$ cat src/umb_pkg.sv
// umb_pkg: constants and carrier types of the power-supply monitoring register map
package umb_pkg;

   // ==========================================================================
   // function codes and exception codes
   // ==========================================================================
   localparam logic [7:0] FUNC_READ_HOLDING  = 8'h03; // read holding registers
   localparam logic [7:0] FUNC_WRITE_SINGLE  = 8'h06; // write single register
   localparam logic [7:0] EXC_ILLEGAL_FUNC   = 8'h01; // function not supported
   localparam logic [7:0] EXC_ILLEGAL_ADDR   = 8'h02; // address not mapped or not writable
   localparam logic [7:0] EXC_ILLEGAL_VALUE  = 8'h03; // bad quantity or command value
   localparam logic [15:0] MAX_READ_COUNT    = 16'h007d; // largest quantity per read

   // ==========================================================================
   // register addresses (register numbers, one word each)
   // ==========================================================================
   localparam logic [15:0] ADDR_PHASE1_INPUT_VOLTAGE       = 16'h0064;
   localparam logic [15:0] ADDR_PHASE2_INPUT_VOLTAGE       = 16'h0065;
   localparam logic [15:0] ADDR_PHASE3_INPUT_VOLTAGE       = 16'h0066;
   localparam logic [15:0] ADDR_PHASE1_INPUT_CURRENT       = 16'h0067;
   localparam logic [15:0] ADDR_PHASE2_INPUT_CURRENT       = 16'h0068;
   localparam logic [15:0] ADDR_PHASE3_INPUT_CURRENT       = 16'h0069;
   localparam logic [15:0] ADDR_INPUT_FREQUENCY_TENTHS     = 16'h006a;
   localparam logic [15:0] ADDR_PHASE1_OUTPUT_VOLTAGE      = 16'h006b;
   localparam logic [15:0] ADDR_PHASE2_OUTPUT_VOLTAGE      = 16'h006c;
   localparam logic [15:0] ADDR_PHASE3_OUTPUT_VOLTAGE      = 16'h006d;
   localparam logic [15:0] ADDR_PHASE1_OUTPUT_CURRENT      = 16'h006e;
   localparam logic [15:0] ADDR_PHASE2_OUTPUT_CURRENT      = 16'h006f;
   localparam logic [15:0] ADDR_PHASE3_OUTPUT_CURRENT      = 16'h0070;
   localparam logic [15:0] ADDR_OUTPUT_FREQUENCY_TENTHS    = 16'h0071;
   localparam logic [15:0] ADDR_PHASE1_LOAD_PERCENT        = 16'h0072;
   localparam logic [15:0] ADDR_PHASE2_LOAD_PERCENT        = 16'h0073;
   localparam logic [15:0] ADDR_PHASE3_LOAD_PERCENT        = 16'h0074;
   localparam logic [15:0] ADDR_PHASE1_BYPASS_VOLTAGE      = 16'h0075;
   localparam logic [15:0] ADDR_PHASE2_BYPASS_VOLTAGE      = 16'h0076;
   localparam logic [15:0] ADDR_PHASE3_BYPASS_VOLTAGE      = 16'h0077;
   localparam logic [15:0] ADDR_BATTERY_POS_STRING_VOLTAGE = 16'h0078;
   localparam logic [15:0] ADDR_BATTERY_NEG_STRING_VOLTAGE = 16'h0079;
   localparam logic [15:0] ADDR_BATTERY_POS_STRING_CURRENT = 16'h007a;
   localparam logic [15:0] ADDR_BATTERY_NEG_STRING_CURRENT = 16'h007b;
   localparam logic [15:0] ADDR_BATTERY_AMBIENT_TEMP       = 16'h007c;
   localparam logic [15:0] ADDR_DC_BUS_POS_VOLTAGE         = 16'h007d;
   localparam logic [15:0] ADDR_DC_BUS_NEG_VOLTAGE         = 16'h007e;
   localparam logic [15:0] ADDR_CONDITION_ALARM_WORD       = 16'h007f;
   localparam logic [15:0] ADDR_BEEPER_CONTROL             = 16'h00c9;
   localparam logic [15:0] ADDR_BATTERY_TEST_TRIGGER       = 16'h00ca;

   // ==========================================================================
   // measurement block size, command values, reset values
   // ==========================================================================
   localparam int          MEAS_WORDS       = 27;       // words 100..126
   localparam logic [15:0] CMD_OFF          = 16'h0000; // command value zero
   localparam logic [15:0] CMD_ON           = 16'h0001; // command value one
   localparam logic [15:0] BEEPER_RESET     = 16'h0000; // beeper off after reset
   localparam logic [15:0] TEST_RESET       = 16'h0000; // no test requested after reset

   // address block codes
   localparam logic [1:0] BLK_NONE    = 2'h0; // unmapped
   localparam logic [1:0] BLK_MONITOR = 2'h1; // read-only 100..127
   localparam logic [1:0] BLK_COMMAND = 2'h2; // read/write 201..202

   // ==========================================================================
   // carrier types
   // ==========================================================================
   // condition flags, most significant first so that {1'b0, flags} is the word
   typedef struct packed {
      logic general_alarm;          // bit 14
      logic dc_bus_out_of_limits;   // bit 13
      logic emergency_switch_input; // bit 12
      logic battery_failure;        // bit 11
      logic green_mode;             // bit 10
      logic maint_bypass_closed;    // bit 9
      logic bypass_unsynchronised;  // bit 8
      logic ambient_temp_high;      // bit 7
      logic rectifier_temp_high;    // bit 6
      logic inverter_temp_high;     // bit 5
      logic output_overload;        // bit 4
      logic output_out_of_limits;   // bit 3
      logic battery_mode;           // bit 2
      logic bypass_mode;            // bit 1
      logic online_mode;            // bit 0
   } umb_cond_t;

   // one decoded request from the frame layer
   typedef struct packed {
      logic [7:0]  func; // function code
      logic [15:0] addr; // starting register address
      logic [15:0] data; // quantity for reads, value for writes
   } umb_req_t;

   // one answer word or exception
   typedef struct packed {
      logic        exception; // answer is an exception
      logic [7:0]  code;      // exception code, zero otherwise
      logic [15:0] word;      // register word or echoed write value
      logic        last;      // final word of this answer
   } umb_resp_t;

endpackage

$ cat src/umb_register_map.sv
// umb_register_map: monitoring and command register bank behind the frame layer
`timescale 1ns/1ns

module umb_register_map #(
   parameter int          MEAS_COUNT = umb_pkg::MEAS_WORDS,     // measurement words
   parameter logic [15:0] MAX_READ   = umb_pkg::MAX_READ_COUNT  // largest read quantity
) (
   input  wire logic                           clk,                // 20 MHz system clock
   input  wire logic                           rst,                // synchronous, active high
   input  wire logic                           req_valid,          // request offered
   input  wire umb_pkg::umb_req_t              req,                // decoded request
   output logic                                req_ready,          // bank can take a request
   input  wire umb_pkg::umb_cond_t             conditions,         // live condition flags
   input  wire logic [MEAS_COUNT-1:0][15:0]    meas_words,         // live measurements 100..126
   output logic                                resp_valid,         // answer word present
   output umb_pkg::umb_resp_t                  resp,               // answer word or exception
   output logic                                beeper_on,          // audible beeper drive
   output logic                                battery_test_start  // one-cycle test request
);

   // ==========================================================================
   // types and declarations
   // ==========================================================================
   // one-hot answer sequencer
   typedef enum logic [1:0] {
      ST_IDLE = 2'b01,  // waiting for a request
      ST_READ = 2'b10   // streaming further read words
   } umb_state_t;

   localparam int IDX_W = $clog2(MEAS_COUNT); // measurement index width

   umb_state_t        state;            // sequencer state
   umb_state_t        next_state;       // sequencer next state
   logic [15:0]       cursor;           // address of the next word to stream
   logic [15:0]       remaining;        // words still to stream
   logic [15:0]       beeper_reg;       // stored beeper command word
   logic [15:0]       test_reg;         // stored battery test command word

   logic              req_take;         // request accepted this cycle
   logic              is_read;          // function 03 request
   logic              is_write;         // function 06 request
   logic [16:0]       span_end;         // last address of a read, with carry
   logic [1:0]        start_blk;        // block of the starting address
   logic              count_ok;         // read quantity in range
   logic              span_ok;          // whole read span inside one block
   logic              write_addr_ok;    // write targets a command register
   logic              write_value_ok;   // write value is zero or one
   logic [15:0]       word_addr;        // address that the read mux looks at
   logic [15:0]       word_value;       // word found at word_addr
   logic [15:0]       meas_index;       // offset inside the measurement block
   logic [15:0]       status_word;      // packed condition word

   // ==========================================================================
   // address decoding
   // ==========================================================================
   // classifies one address; used for both ends of a read span
   function automatic logic [1:0] block_of(input logic [15:0] a);
      if (a >= umb_pkg::ADDR_PHASE1_INPUT_VOLTAGE && a <= umb_pkg::ADDR_CONDITION_ALARM_WORD) begin
         block_of = umb_pkg::BLK_MONITOR;
      end else if (a >= umb_pkg::ADDR_BEEPER_CONTROL && a <= umb_pkg::ADDR_BATTERY_TEST_TRIGGER) begin
         block_of = umb_pkg::BLK_COMMAND;
      end else begin
         block_of = umb_pkg::BLK_NONE;
      end
   endfunction

   // request classification and legality checks
   always_comb begin
      req_take       = req_valid & req_ready;
      is_read        = (req.func == umb_pkg::FUNC_READ_HOLDING);
      is_write       = (req.func == umb_pkg::FUNC_WRITE_SINGLE);
      // carry bit catches a span that wraps past the top address
      span_end       = {1'b0, req.addr} + {1'b0, req.data} - 17'h00001;
      start_blk      = block_of(req.addr);
      count_ok       = (req.data != 16'h0000) && (req.data <= MAX_READ);
      // a span may not bridge the gap between the two blocks
      span_ok        = (start_blk != umb_pkg::BLK_NONE) && !span_end[16]
                       && (block_of(span_end[15:0]) == start_blk);
      write_addr_ok  = (req.addr == umb_pkg::ADDR_BEEPER_CONTROL)
                       || (req.addr == umb_pkg::ADDR_BATTERY_TEST_TRIGGER);
      write_value_ok = (req.data == umb_pkg::CMD_OFF) || (req.data == umb_pkg::CMD_ON);
   end

   // ==========================================================================
   // read multiplexer
   // ==========================================================================
   // the first word comes straight from the request so that it is ready at once
   always_comb begin
      word_addr = (state == ST_IDLE) ? req.addr : cursor;
      meas_index = word_addr - umb_pkg::ADDR_PHASE1_INPUT_VOLTAGE;
      // bit 15 carries no flag and always reads zero
      status_word = {1'b0, conditions};
      word_value = 16'h0000;
      if (word_addr == umb_pkg::ADDR_CONDITION_ALARM_WORD) begin
         // flags land in bits 0..14 in struct order
         word_value = status_word;
      end else if (word_addr == umb_pkg::ADDR_BEEPER_CONTROL) begin
         word_value = beeper_reg;
      end else if (word_addr == umb_pkg::ADDR_BATTERY_TEST_TRIGGER) begin
         word_value = test_reg;
      end else if (block_of(word_addr) == umb_pkg::BLK_MONITOR) begin
         // input/output block 100..113, frequencies in tenths of hertz
         // load percentages 114..116 and bypass voltages follow in order
         // battery strings 120..123, temperature 124, dc bus 125..126
         // words pass as raw unsigned values, no sign handling
         word_value = meas_words[meas_index[IDX_W-1:0]];
      end else begin
         word_value = 16'h0000;  // unreachable through a legal span
      end
   end

   // ==========================================================================
   // sequencer
   // ==========================================================================
   // multi-word reads hold off new requests until the last word is out
   always_comb begin
      next_state = state;
      case (state)
         ST_IDLE: begin
            if (req_take && is_read && count_ok && span_ok && (req.data != 16'h0001)) begin
               next_state = ST_READ;
            end
         end
         ST_READ: begin
            if (remaining == 16'h0001) begin
               next_state = ST_IDLE;
            end
         end
         default: begin
            next_state = ST_IDLE;
         end
      endcase
   end

   // state register
   always_ff @(posedge clk) begin
      if (rst) begin
         state <= ST_IDLE;
      end else begin
         state <= next_state;
      end
   end

   // ready is registered, low for every streaming cycle
   always_ff @(posedge clk) begin
      if (rst) begin
         req_ready <= 1'b0;
      end else begin
         req_ready <= (next_state == ST_IDLE);
      end
   end

   // ==========================================================================
   // read cursor
   // ==========================================================================
   // cursor steps one word per cycle; no stall is needed downstream
   always_ff @(posedge clk) begin
      if (rst) begin
         cursor    <= 16'h0000;
         remaining <= 16'h0000;
      end else if (state == ST_IDLE) begin
         if (req_take) begin
            cursor    <= req.addr + 16'h0001;
            remaining <= req.data - 16'h0001;
         end
      end else begin
         cursor    <= cursor + 16'h0001;
         remaining <= remaining - 16'h0001;
      end
   end

   // ==========================================================================
   // answer register
   // ==========================================================================
   // priority: function, then quantity, then address, then value
   always_ff @(posedge clk) begin
      if (rst) begin
         resp_valid <= 1'b0;
         resp       <= '0;
      end else if (state == ST_READ) begin
         // continuing words of a read
         resp_valid     <= 1'b1;
         resp.exception <= 1'b0;
         resp.code      <= 8'h00;
         resp.word      <= word_value;
         resp.last      <= (remaining == 16'h0001);
      end else if (req_take) begin
         resp_valid <= 1'b1;
         resp.last  <= 1'b1;
         if (!is_read && !is_write) begin
            // anything but 03 or 06 is refused
            resp.exception <= 1'b1;
            resp.code      <= umb_pkg::EXC_ILLEGAL_FUNC;
            resp.word      <= 16'h0000;
         end else if (is_read && !count_ok) begin
            resp.exception <= 1'b1;
            resp.code      <= umb_pkg::EXC_ILLEGAL_VALUE;
            resp.word      <= 16'h0000;
         end else if (is_read && !span_ok) begin
            resp.exception <= 1'b1;
            resp.code      <= umb_pkg::EXC_ILLEGAL_ADDR;
            resp.word      <= 16'h0000;
         end else if (is_read) begin
            // first read word, last only for a single-word read
            resp.exception <= 1'b0;
            resp.code      <= 8'h00;
            resp.word      <= word_value;
            resp.last      <= (req.data == 16'h0001);
         end else if (!write_addr_ok) begin
            // read-only and unmapped addresses both refuse a write
            resp.exception <= 1'b1;
            resp.code      <= umb_pkg::EXC_ILLEGAL_ADDR;
            resp.word      <= 16'h0000;
         end else if (!write_value_ok) begin
            resp.exception <= 1'b1;
            resp.code      <= umb_pkg::EXC_ILLEGAL_VALUE;
            resp.word      <= 16'h0000;
         end else begin
            // accepted write echoes its value
            resp.exception <= 1'b0;
            resp.code      <= 8'h00;
            resp.word      <= req.data;
         end
      end else begin
         // answer is a pulse per word; fields hold their last value
         resp_valid <= 1'b0;
      end
   end

   // ==========================================================================
   // command registers
   // ==========================================================================
   // a legal write of zero or one; anything else leaves the register alone
   always_ff @(posedge clk) begin
      if (rst) begin
         beeper_reg <= umb_pkg::BEEPER_RESET;
      end else if (state == ST_IDLE && req_take && is_write && write_value_ok
                   && req.addr == umb_pkg::ADDR_BEEPER_CONTROL) begin
         beeper_reg <= req.data;
      end
   end

   // beeper drive follows the stored command word
   always_ff @(posedge clk) begin
      if (rst) begin
         beeper_on <= 1'b0;
      end else if (state == ST_IDLE && req_take && is_write && write_value_ok
                   && req.addr == umb_pkg::ADDR_BEEPER_CONTROL) begin
         beeper_on <= (req.data == umb_pkg::CMD_ON);
      end
   end

   // test word reads back the last value accepted
   always_ff @(posedge clk) begin
      if (rst) begin
         test_reg <= umb_pkg::TEST_RESET;
      end else if (state == ST_IDLE && req_take && is_write && write_value_ok
                   && req.addr == umb_pkg::ADDR_BATTERY_TEST_TRIGGER) begin
         test_reg <= req.data;
      end
   end

   // each accepted one starts a test, even if the word already held one;
   // the test sequencer itself decides whether a test is already running
   always_ff @(posedge clk) begin
      if (rst) begin
         battery_test_start <= 1'b0;
      end else begin
         battery_test_start <= (state == ST_IDLE) && req_take && is_write
                               && (req.addr == umb_pkg::ADDR_BATTERY_TEST_TRIGGER)
                               && (req.data == umb_pkg::CMD_ON);
      end
   end

endmodule // umb_register_map

$ cat config.mk
export PLATFORM = sky130hd
export DESIGN_NAME = umb_register_map
export DESIGN_NICKNAME = d
export VERILOG_FILES = /design/src/umb_pkg.sv /design/src/umb_register_map.sv
export SDC_FILE = /design/constraint.sdc
export NUM_CORES = 1
export LEC_CHECK = 0
export BUFFER_PORTS_ARGS = -buffer_cell sky130_fd_sc_hd__clkbuf_2
export CAP_MARGIN = 20
export CORE_AREA = 2 2 200 202
export CTS_CLUSTER_DIAMETER = 80
export DETAILED_ROUTE_END_ITERATION = 7
export DIE_AREA = 0 0 202 204
export HOLD_SLACK_MARGIN = 0.05
export PLACE_DENSITY = 0.5
export RECOVER_POWER = 25
export SYNTH_ARGS = -nofsm -noshare
export SYNTH_HDL_FRONTEND = slang
export SYNTH_SLANG_ARGS = --single-unit
$ cat constraint.sdc
create_clock -name clk -period 5.3 [get_ports clk]
set_input_delay 0.265 -clock clk [delete_from_list [all_inputs] [get_ports clk]]
set_output_delay 0.265 -clock clk [all_outputs]
set_load 0.02 [all_outputs]
==> impl_metrics.json <==
{
  "outcome": "complete, no violations",
  "crit_path_top_delay_cell": "sky130_fd_sc_hd__xor2_2",
  "postRouteWirelength_um": 60900,
  "globalRoute.busiestLayer": "met2",
  "vdd_drop_max_uv": 151,
  "synthDistinctLibCells": 81,
  "grt_use_total_pct": 27.9,
  "resized_gates_after_cts": 0,
  "seqCellArea_mm2": 0.00180,
  "syn2layout_area_growth_pct": 32.0,
  "fillerInstances": 4339,
  "grt_first_pass_wirelength_um": 84400,
  "yosysSeqAreaShare_pct": 17.5,
  "arrival_ns": 4.73,
  "grt_antenna_before_repair": 17,
  "cts-root-buf": "sky130_fd_sc_hd__clkbuf_16",
  "leakage_uw": 0.00641,
  "finalInstanceArea_mm2": 0.0136,
  "cts_buffer_depth": 2,
  "final_net_count": 2530,
  "synthesis.yosys.warnings": 0,
  "hold_removal_path_class": "input port to register",
  "cts_tree": "built",
  "routedWlPerCell_um": 24.1,
  "dominant_register_cell_in_the_synthesized_netlist": "sky130_fd_sc_hd__dfxtp_1",
  "clock_sink_count": 90,
  "worstPathMaxFanout": 62,
  "clk_transition_reported_paths_ns": 0.08,
  "p_per_area_mw_per_mm2": 201,
  "starting_density_of_the_core_pct": 26.3,
  "final-hold-violation-count": 0,
  "gr-usage-met2_pct": 41.0,
  "slew_headroom_pct": 28.5,
  "timing.reg2reg.setup_slack_ns": 0.83,
  "synth_cells": 1551,
  "netlist_area_mm2": 0.0103,
  "grt_max_degree": 78,
  "number_of_buffers_inserted_for_hold_repair_after_clock_tree_synthesis": 0,
  "final.setup.tns_ns": 0,
  "drc_errors": 0,
  "syn-mean-instance-area_um2": 6.65,
  "synth-edff-count": 0,
  "dp_hpwl_um": 50500,
  "drtAntennaViolNets": 0,
  "max_flop_register": "resp",
  "gr_util_met3_pct": 10.2,
  "numPlacedInstances": 2509,
  "detailedRoute.firstIterationViolations": 1295,
  "hold_start": "conditions[12]",
  "core_area_mm2": 0.0392,
  "grt_setup_unrepaired": "no",
  "drt_first_pass_iters": 5,
  "maxClockFrequency_ghz": 0.224,
  "placement.io_buffers": 513,
  "cts_buffers": 9,
  "critical_path.startpoint": "state[1]",
  "die_y_um": 204,
  "placementRows": 73,
  "dr_total_vias": 13500,
  "regToRegEndpoint": "resp[2]",
  "layout_common_cells": "sky130_fd_sc_hd__clkbuf_2 (489), sky130_fd_sc_hd__nand2_1 (363), sky130_fd_sc_hd__a21oi_1 (121)",
  "asyncSetResetFlopFracSynth_pct": 0,
  "stdcell_count": 2533,
  "clock_insertion_delay_worst_skew_ns": 0.36,
  "weighted_congestion_reported_at_the_end_of_routability_driven_placement": 0.938,
  "fp.dieW_um": 202,
  "grt_use_met1_pct": 38.2,
  "place_area_mm2": 0.0133,
  "die_area_mm2": 0.0412,
  "crit_path_end": "resp[2]",
  "criticalPathCategory": "register to register",
  "drv.max_cap_violation_count": 0,
  "total_global_routing_overflow": 0,
  "io_pins": 520,
  "critical_path.endpoint_type": "register",
  "ctsHtreeMaxLevel": 3,
  "post-route-period-util_pct": 84.3,
  "critical_path_required_ns": 5.56,
  "reg2reg_from": "state[1]",
  "total_of_endpoints_with_negative_setup_slack_in_the_final_report": 0,
  "yosys_register_bits": 90,
  "flip_flop_count_of_the_largest_register_all_copies_and_words_added": 20,
  "max_slew.worst_pin.slew_ns": 1.07,
  "via_per_inst": 5.33,
  "layout-drive-gt1-share_pct": 28.7,
  "postCtsSetupRepairBufs": 0,
  "final_max_slew_viol_count": 0,
  "max_stage_delay_ns": 0.88,
  "finalWorstPathRequiredPeriod_ns": 4.47,
  "start_kind": "register",
  "reg2reg_path_depth": 11,
  "most_frequent_standard_cell_in_the_layout_excluding_fill_and_tap_cells": "sky130_fd_sc_hd__clkbuf_2",
  "worstPathCellList": "inv_1 -> ha_1 -> buf_4 -> mux2i_2 -> xor2_2 -> nand2_1 -> a211oi_1 -> nor3b_1 -> o211ai_1 -> a22oi_1 -> o21a_1",
  "multi_input_area_mm2": 0.00782,
  "via_count_of_the_first_global_routing_pass": 12600,
  "finClkSkew_ns": 0.0132
}
==> worst max-delay path, delay by kind of cell (launching register included) <==
family                     cells  cell delay, ns
AOI/OAI and AO/OA              4            0.83
xor gates and xnor gates       1            0.88
adders and majority gates      1            0.42
buffers and inverters          2            0.64
DFF                            1            0.33
muxes                          1            0.65
and+or+nand+nor                2            0.59
==> per-stage QoR <==
| stage | total power (uW) | hold slack [ns] | worst slack (ns) | utilization [%] |
|---|---|---|---|---|
| after floorplan | 1530 | 0.342 | 1.43 | - |
| after global placement | 2080 | 0.441 | 1.05 | 34.0 |
| after detailed placement | 2080 | 0.445 | 0.988 | 34.0 |
| after CTS | 2720 | 0.203 | 0.982 | 34.8 |
| after global routing | 2880 | 0.253 | 0.584 | 34.7 |
| final | 2730 | 0.221 | 0.831 | 34.7 |
==> Yosys cell counts (all sizes together), types with 7 or more instances <==
cell type	count	area share, %
o31ai	9	0.66
buf	46	2.3
a32oi	13	1.1
o21ai	43	2.1
nand4	15	0.91
a21oi	122	6.0
inv	78	2.8
o2111ai	7	0.59
a21o	11	0.80
or3	8	0.49
nor2	93	3.4
a221o	7	0.68
xor2	9	0.76
nor2b	10	0.61
a311oi	15	1.3
or4	7	0.55
nand3	118	5.7
a221oi	8	0.68
mux2i	67	6.6
clkbuf	62	2.3
and3	23	1.4
nand2	364	13
ha	44	5.3
nor3	32	1.6
dfxtp	90	17
a31oi	36	2.2
nor4	15	1.2
a22oi	9	0.66
o22ai	14	0.85
a211oi	32	2.5
and2	36	2.2
mux4	13	2.8
xnor2	17	1.4
o211ai	10	0.73
==> cells by family (layout without fill, tap and decap cells) <==
| kind of cell | Yosys count | count (layout) | synth area share (%) |
|---|---|---|---|
| compound gates | 366 | 366 | 23.6 |
| mux | 85 | 85 | 9.96 |
| fa+ha+maj | 45 | 45 | 5.53 |
| buf+inv | 187 | 631 | 7.48 |
| simple gates | 751 | 751 | 33.7 |
| flops | 90 | 90 | 17.5 |
| xor+xnor | 26 | 26 | 2.21 |
| other cells | 1 | 14 | 0.0364 |
==> power by group <==
| group | leakage (uW) | internal, uW | switching (uW) |
|---|---|---|---|
| clock network | 0.000136 | 327 | 322 |
| logic | 0.00555 | 509 | 832 |
| registers | 0.000731 | 707 | 35.9 |
==> per-layer routing <==
| metal | wire (um) | share of wire, % |
|---|---|---|
| met2 | 25500 | 42 |
| met3 | 6810 | 11 |
| met5 | 116 | 0.19 |
| met4 | 1290 | 2.1 |
| met1 | 27200 | 45 |
==> how the worst min path moves through the flow <==
stage | depth (start not counted) | end | slack [ns]
after CTS | 3 | resp[13] | 0.20
after floorplan | 1 | battery_test_start | 0.34
after global routing | 3 | resp[13] | 0.25
after global placement | 1 | beeper_reg[12] | 0.44
after detailed placement | 1 | beeper_reg[11] | 0.44
final | 3 | resp[13] | 0.22
==> final cells by class <==
class                           count  share of cell area (%)
Tap cell                          525                    4.83
Inverter                           79                    2.22
Clock buffer                        9                    1.65
Sequential cell                    90                    13.2
Clock inverter                      7                   0.460
Antenna cell                        8                   0.147
Timing Repair Buffer              536                    20.0
Multi-Input combinational cell   1279                    57.4
Note: power is estimated with default switching activity, not from simulation.
